### src/hw/exec_pkg.sv
// Package with register map, opcodes, state types and constants.
package exec_pkg;

  // ***************************************************************
  // Register byte addresses on the APB slave.
  // ***************************************************************
  localparam logic [7:0] CTRL_ADDR = 8'h00;
  localparam logic [7:0] BANK_SEL_ADDR = 8'h04;
  localparam logic [7:0] INDEX_BASE_ADDR = 8'h08;
  localparam logic [7:0] PC_ADDR = 8'h0C;
  localparam logic [7:0] INSTR_ADDR = 8'h10;
  localparam logic [7:0] NEXT_WORD_ADDR = 8'h14;
  localparam logic [7:0] STATUS_ADDR = 8'h18;

  // ***************************************************************
  // Field positions and reset values.
  // ***************************************************************
  localparam int CTRL_EXT_EN_BIT = 0;
  localparam int ST_BUSY_BIT = 0;
  localparam int ST_SKIP_BIT = 1;
  localparam int ST_ILLEGAL_BIT = 2;
  localparam int ST_PHASE_LSB = 4;
  localparam int ST_CYC_LSB = 8;
  localparam int ACCESS_BIT = 8;
  localparam logic [20:0] PC_RESET = 21'h000000;

  // ***************************************************************
  // Opcode fields and addressing constants.
  // ***************************************************************
  localparam logic [4:0] JUMP_TOP5 = 5'h1A;
  localparam logic [3:0] BIT_SET_NIB = 4'h8;
  localparam logic [3:0] TEST_CLEAR_NIB = 4'hB;
  localparam logic [3:0] TEST_SET_NIB = 4'hA;
  localparam logic [7:0] LIT_OFFSET_MAX = 8'h5F;
  localparam logic [3:0] ACCESS_HIGH_BANK = 4'hF;
  localparam logic [3:0] ACCESS_LOW_BANK = 4'h0;
  localparam logic [20:0] WORD_STEP = 21'h000002;
  localparam logic [1:0] PHASE_LAST = 2'h3;

  typedef enum logic [2:0] {
    st_idle = 3'h1,
    st_exec = 3'h2,
    st_flush = 3'h4
  } seq_state_t;

  typedef struct packed {
    logic [11:0] addr;
    logic rd;
    logic we;
    logic [7:0] wdata;
  } mem_req_t;

  typedef struct packed {
    seq_state_t st;
    logic [1:0] q;
    logic [15:0] ir;
    logic [15:0] nxt;
    logic [20:0] pc;
    logic ext_en;
    logic [3:0] bank_select_reg;
    logic [11:0] idx_base;
    logic [7:0] rdata;
    logic [1:0] flush_left;
    logic [1:0] cyc_cnt;
    logic skipped;
    logic illegal;
    mem_req_t mem;
    logic pready;
    logic pslverr;
    logic [31:0] prdata;
  } core_state_t;

  localparam core_state_t CORE_RESET = '{st: st_idle, pc: PC_RESET,
                                         default: '0};

endpackage

### src/hw/bit_unit.sv
// Single-bit set and test on one data byte.
`timescale 1ns/1ns
module bit_unit #(
  parameter int W = 8
) (
  input wire logic [W-1:0] byte_in,
  input wire logic [$clog2(W)-1:0] bit_sel,
  output logic [W-1:0] set_val,
  output logic bit_val
);
  always_comb begin
    set_val = byte_in;
    set_val[bit_sel] = 1'b1;
    bit_val = byte_in[bit_sel];
  end
endmodule

### src/hw/branch_bitset_bittest_exec.sv
// Execution of relative jump, bit-set and bit-test-skip instructions.
//
// Implementation choices: the address map and the APB register port.
`timescale 1ns/1ns
module branch_bitset_bittest_exec
  import exec_pkg::*;
(
  input wire logic pclk,
  input wire logic presetn,
  input wire logic ce,
  input wire logic psel,
  input wire logic penable,
  input wire logic pwrite,
  input wire logic [7:0] paddr,
  input wire logic [31:0] pwdata,
  output logic [31:0] prdata,
  output logic pready,
  output logic pslverr,
  output mem_req_t mem_req,
  input wire logic [7:0] mem_rdata
);

  // ***************************************************************
  // State and decode.
  // ***************************************************************
  core_state_t s_ff;
  core_state_t nxt_s;
  logic is_jump;
  logic is_set;
  logic is_test;
  logic take_skip;
  logic two_word;
  logic busy;
  logic [11:0] ea;
  logic [20:0] pc_inc;
  logic [20:0] jump_target;
  logic [7:0] set_val;
  logic bit_val;

  assign busy = (s_ff.st != st_idle);
  assign is_jump = (s_ff.ir[15:11] == JUMP_TOP5);
  assign is_set = (s_ff.ir[15:12] == BIT_SET_NIB);
  assign is_test = (s_ff.ir[15:12] == TEST_CLEAR_NIB) ||
                   (s_ff.ir[15:12] == TEST_SET_NIB);
  // The clear form skips on a zero bit, the set form on a one bit.
  assign take_skip = is_test &&
                     (bit_val == (s_ff.ir[15:12] == TEST_SET_NIB));

  // Two-word forms are recognised from the prefetched word so that the
  // flush covers both words without ever executing the second one.
  assign two_word = (s_ff.nxt[15:12] == 4'hC) ||
                    (s_ff.nxt[15:9] == 7'h76) ||
                    (s_ff.nxt[15:8] == 8'hEE) ||
                    (s_ff.nxt[15:8] == 8'hEF);

  assign pc_inc = s_ff.pc + WORD_STEP;
  assign jump_target = pc_inc +
                       {{9{s_ff.ir[10]}}, s_ff.ir[10:0], 1'b0};

  always_comb begin
    if (s_ff.ir[ACCESS_BIT]) begin
      ea = {s_ff.bank_select_reg, s_ff.ir[7:0]};
    end else if (s_ff.ext_en && s_ff.ir[7:0] <= LIT_OFFSET_MAX) begin
      ea = s_ff.idx_base + {4'h0, s_ff.ir[7:0]};
    end else if (s_ff.ir[7]) begin
      ea = {ACCESS_HIGH_BANK, s_ff.ir[7:0]};
    end else begin
      ea = {ACCESS_LOW_BANK, s_ff.ir[7:0]};
    end
  end

  bit_unit #(
    .W(8)
  ) bit_unit_i (
    .byte_in(s_ff.rdata),
    .bit_sel(s_ff.ir[11:9]),
    .set_val(set_val),
    .bit_val(bit_val)
  );

  // ***************************************************************
  // Next state: APB slave and phase sequencer.
  // ***************************************************************
  always_comb begin
    nxt_s = s_ff;
    nxt_s.pready = 1'b0;
    nxt_s.pslverr = 1'b0;
    nxt_s.mem.rd = 1'b0;
    nxt_s.mem.we = 1'b0;

    // Zero wait states: the answer is registered in the setup cycle.
    if (psel && !penable) begin
      nxt_s.pready = 1'b1;
      nxt_s.prdata = '0;
      case (paddr)
        CTRL_ADDR: nxt_s.prdata[CTRL_EXT_EN_BIT] = s_ff.ext_en;
        BANK_SEL_ADDR: nxt_s.prdata[3:0] = s_ff.bank_select_reg;
        INDEX_BASE_ADDR: nxt_s.prdata[11:0] = s_ff.idx_base;
        PC_ADDR: nxt_s.prdata[20:0] = s_ff.pc;
        INSTR_ADDR: nxt_s.prdata[15:0] = s_ff.ir;
        NEXT_WORD_ADDR: nxt_s.prdata[15:0] = s_ff.nxt;
        STATUS_ADDR: begin
          nxt_s.prdata[ST_BUSY_BIT] = busy;
          nxt_s.prdata[ST_SKIP_BIT] = s_ff.skipped;
          nxt_s.prdata[ST_ILLEGAL_BIT] = s_ff.illegal;
          nxt_s.prdata[ST_PHASE_LSB +: 2] = s_ff.q;
          nxt_s.prdata[ST_CYC_LSB +: 2] = s_ff.cyc_cnt;
        end
        default: nxt_s.pslverr = 1'b1;
      endcase
    end

    // Writes land only while idle, so software never races the core.
    if (psel && penable && s_ff.pready && pwrite && !busy) begin
      case (paddr)
        CTRL_ADDR: nxt_s.ext_en = pwdata[CTRL_EXT_EN_BIT];
        BANK_SEL_ADDR: nxt_s.bank_select_reg = pwdata[3:0];
        INDEX_BASE_ADDR: nxt_s.idx_base = pwdata[11:0];
        PC_ADDR: nxt_s.pc = pwdata[20:0];
        NEXT_WORD_ADDR: nxt_s.nxt = pwdata[15:0];
        INSTR_ADDR: begin
          nxt_s.ir = pwdata[15:0];
          nxt_s.st = st_exec;
          nxt_s.q = 2'h0;
        end
        default: ;
      endcase
    end

    case (s_ff.st)
      st_idle: ;
      st_exec: begin
        nxt_s.q = s_ff.q + 2'h1;
        case (s_ff.q)
          2'h0: begin
            nxt_s.mem.addr = ea;
            nxt_s.mem.rd = is_set || is_test;
          end
          2'h1: nxt_s.rdata = mem_rdata;
          2'h2: begin
            if (is_set) begin
              nxt_s.mem.we = 1'b1;
              nxt_s.mem.wdata = set_val;
            end
          end
          default: begin
            nxt_s.skipped = take_skip;
            nxt_s.illegal = !(is_jump || is_set || is_test);
            if (is_jump) begin
              nxt_s.pc = jump_target;
              nxt_s.flush_left = 2'h1;
            end else if (take_skip) begin
              nxt_s.pc = pc_inc + (two_word ? 21'h4 : WORD_STEP);
              nxt_s.flush_left = two_word ? 2'h2 : 2'h1;
            end else begin
              nxt_s.pc = pc_inc;
              nxt_s.flush_left = 2'h0;
            end
            nxt_s.cyc_cnt = 2'h1 + nxt_s.flush_left;
            nxt_s.st = (nxt_s.flush_left == 2'h0) ? st_idle : st_flush;
          end
        endcase
      end
      st_flush: begin
        nxt_s.q = s_ff.q + 2'h1;
        if (s_ff.q == PHASE_LAST) begin
          nxt_s.flush_left = s_ff.flush_left - 2'h1;
          if (s_ff.flush_left == 2'h1) begin
            nxt_s.st = st_idle;
          end
        end
      end
      default: nxt_s.st = st_idle;
    endcase
  end

  always_ff @(posedge pclk or negedge presetn) begin
    if (!presetn) begin
      s_ff <= CORE_RESET;
    end else if (ce) begin
      s_ff <= nxt_s;
    end
  end

  assign prdata = s_ff.prdata;
  assign pready = s_ff.pready;
  assign pslverr = s_ff.pslverr;
  assign mem_req = s_ff.mem;

  logic last_exec;
  assign last_exec = (s_ff.st == st_exec) && (s_ff.q == PHASE_LAST);
endmodule

### config.mk
export PLATFORM = sky130hd
export DESIGN_NAME = branch_bitset_bittest_exec
export DESIGN_NICKNAME = d
export VERILOG_FILES = /design/src/hw/exec_pkg.sv /design/src/hw/bit_unit.sv /design/src/hw/branch_bitset_bittest_exec.sv
export SDC_FILE = /design/constraint.sdc
export NUM_CORES = 1
export LEC_CHECK = 0
export BUFFER_PORTS_ARGS = -buffer_cell sky130_fd_sc_hd__clkbuf_2
export CAP_MARGIN = 25
export CELL_PAD_IN_SITES_DETAIL_PLACEMENT = 0
export CELL_PAD_IN_SITES_GLOBAL_PLACEMENT = 1
export CORE_MARGIN = 1
export CORE_UTILIZATION = 49
export DETAILED_ROUTE_END_ITERATION = 10
export PLACE_DENSITY = 0.9
export SKIP_CTS_REPAIR_TIMING = 1
export SYNTH_ARGS = -nofsm -noshare
export SYNTH_HDL_FRONTEND = slang
export SYNTH_SLANG_ARGS = --single-unit
### constraint.sdc
create_clock -name pclk -period 9.66 [get_ports pclk]
set_input_delay 1.932 -clock pclk [delete_from_list [all_inputs] [get_ports pclk]]
set_output_delay 1.932 -clock pclk [all_outputs]
set_load 0.01 [all_outputs]
==> summary.md <==
| Metric | Value |
|---|---|
| GRT overflow | 0 |
| Clock Tree Buf Depth | 2 |
| Hold endpoint | prdata[8]$_DFFE_PN0P_ |
| Share of the synthesized area in the top cell type | 36.8% |
| Drt initial violations | 594 |
| RSZ-0062 raised after global routing | no |
| Drt pass-1 iters | 7 |
| Post-synth top flop | dfrtp_1 |
| Post-synthesis adder-cell area fraction | 6.19% |
| H-tree levels | 4 |
| EDFF count, synth | 0 |
| Mean post-synth cell area | 8.97 sq um |
| First-pass GRT wire length | 38400 um |
| Reg clk slew, reported paths | around 0.060 ns |
| Top cell type by total area after synthesis | dfrtp_1 |
| Worst reg2reg path depth | 15 |
| Synth Area in XOR/XNOR | 5.71% |
| Reg2reg start | s_ff[88]$_DFFE_PN0P_ |
| TritonCTS sink count | 134 |
| Layout cell share with drive strength beyond 1 | a little under a fifth |
| Vias in the first global route | 7099 |
| Hold_ws | 0.478 ns |
| Outcome | finished, final reports clean |
| Startpoint types | input port |
| Crit path time final | approximately 5.4 ns |
| Initial Util | 50.2% |
| Rows | 49 |
| Sum Neg Setup Slack | 0 ns |
| Synth area leaders | dfrtp_1 37%, mux2_2 7.0%, ha_1 5.5%, nand2_1 5.0%, buf_4 4.6% |
| Synth Area in Compound Gates | 17.1% |
| DRC Markers | 0 |
| Post-synthesis register bit count | 134 |
| Die Height | 138 um |
| Routed len/inst | about 19 um |
| Final hold viol count | 0 |
| Ant. Diodes | 0 |
| Initial antenna violation count | 0 |
| Hold path startpoint | prdata[8]$_DFFE_PN0P_ |
| Relative slew slack | 32.1% |
| FF+latch area | 3350 sq um |
| Endpoint class of the critical path | register |
| GPL Wtd Cong | 0.919 |
| Worst Skew | 0.00896 ns |
| GRT Overall Usage | 27.0% |
| Netlist Area Pre-Place | 9050 sq um |
| Max Transition Viols Final | 0 |
| Post-Layout Cell Count | between 1000 and 1500 |
| CP required | 9.98 ns |
| R2R Path End | s_ff[101]$_DFFE_PN0P_ |
| Finish-stage setup viols | 0 |
| Filler cell count | 1677 |
| Yosys warnings | 0 |
| Vias | 7552 |
| Worst min-delay path category | reg2reg |
| Top-count cell post-synth | dfrtp_1 |
| Worst skew pair latency | 0.43 ns |
| Mux contribution to synthesized area | 9.39% |
| Hold Path Cell Cnt | 2 |
| WP data arrival | about 5.7 ns |
| CTS tree | yes |
| Nets@finish | between 1000 and 1500 |
| F_max | 185 MHz |
| Number of I/O pins | 110 |
| Cells after synthesis | 1009 |
| Worst Tran Pin Value | 1.02 ns |
| Power per cell area | about 140 nW/um^2 |
| Seq/Total Area, Yosys | 37.1% |
| Width of the chip | 138 um |
| DRT antenna net count | 0 |
| Commonest cells post-synth | 133 x dfrtp_1, 120 x nand2_1, 75 x o21ai_0 |
| CTS Buf Count | 17 |
| Yosys cell types | 70 |
| Largest family of logic cells by synthesized area | compound AO/OA/AOI/OAI gates |
| Simple-gate share of the synthesized area | 16.1% |
| Core area | 18000 sq um |
| Number of buffers added on ports | 87 |
| Worst setup path startpoint | paddr[0] |
| Placed Cells | 1232 |
| Flop2flop setup slack | 5.33 ns |
| CP Class | in2reg |
| FFs w/ async S/R, synth | 100% |
| Root Driver | clkbuf_16 |
| Layout area overhead | 9.28% |
| Multi-input logic area | around 5000 sq um |
| Period utilization | 55.8% |
| Crit Path Max Fanout | 22 |
| Max-cap violations | 0 |
| Worst VDD drop | 0.134 mV |
| Largest net degree at the start of global routing | approximately 80 |
| Die ar. | 19000 sq um |
| Dpl hpwl | 17600 um |
| Via density | 5.97 |
| Leak pwr | 4.64 nW |
| Routed WL | 24300 um |
[through the flow]
stage	util, %	power (mW)	setup WS [ns]	area [sq um]
6_report	54.9	1.39	4.27	9890
5_1_grt	54.9	1.44	4.03	9890
3_3_place_gp	51.1	0.689	3.93	9210
2_1_floorplan	-	0.652	5.52	9090
4_1_cts	54.7	1.40	4.36	9850
3_5_place_dp	51.1	0.690	3.89	9210
[area by class of cell]
cell class                 count  area share (%)
multi-input combinational    746            50.4
sequential                   134            33.9
timing repair buffer          93            5.12
clock buffer                  20            4.72
tap                          229            2.90
clock inverter                12            1.76
inverter                      32            1.21
[critical path, cell delays in order]
cell and delay, ns:
clkbuf_2 0.07, or4_1 0.56, nor3_1 0.37, and3_1 0.91
nand3_1 0.57, nand2_1 0.22, and2_1 0.67, o22ai_1 0.18
a221oi_1 0.23
[worst max-delay path by stage]
stage,slack (ns),cells after the start,endpoint
finish,4.27,9,s_ff[96]$_DFFE_PN0P_
global route,4.03,9,s_ff[103]$_DFFE_PN0P_
CTS,4.36,9,s_ff[96]$_DFFE_PN0P_
detailed placement,3.89,9,s_ff[103]$_DFFE_PN0P_
global placement,3.93,9,s_ff[96]$_DFFE_PN0P_
floorplan,5.52,10,s_ff[124]$_DFFE_PN0P_
[cells by family after synthesis]
family	after synthesis
other	1
AO/OA/AOI/OAI	252
XOR/XNOR	59
flip-flops	134
adder cells (fa/ha/maj)	43
buffers and inverters	139
AND/OR/NAND/NOR	306
multiplexers	75
[layer usage]
| metal | global-route usage, % | part of all wire (%) | vias up |
|---|---|---|---|
| met5 | 0 | 0 | - |
| met3 | 6.65 | 7.7 | 65 |
| met2 | 40.7 | 45 | 321 |
| met1 | 37.1 | 45 | 3601 |
| met4 | 10.7 | 3.1 | 0 |
| li1 | - | - | 3565 |
[flip-flops by register name, indices dropped and copies added, names as in the netlist]
signal	count
s_ff	89
mem_req	22
prdata	21
pready	1
pslverr	1
[cell usage in the layout (no fill, tap or decap), types with 7 or more instances in the layout]
master       n
nor3_1      12
mux2i_1     16
and2_1       7
a21oi_1     68
o22ai_1     16
a21o_1      12
nand3_1     29
xnor2_1     42
conb_1      11
clkbuf_2    86
inv_1       32
clkbuf_16   17
a22oi_1      7
and3_1      13
dfrtp_1    133
nand4_1      8
o21ai_0     75
a31oi_1     15
a221oi_1    11
nor2_1      71
nand2_1    120
xor2_1      17
nand2b_1     8
ha_1        40
mux2_2      56
[power breakdown]
part | leakage (nW) | total (mW) | switching, mW | internal, mW
Sequential | 1.78 | 0.579 | 0.0122 | 0.567
Clock | 0.316 | 0.708 | 0.256 | 0.452
Combinational | 2.54 | 0.104 | 0.0660 | 0.0382
No activity file was read; power rests on OpenSTA's default activity.
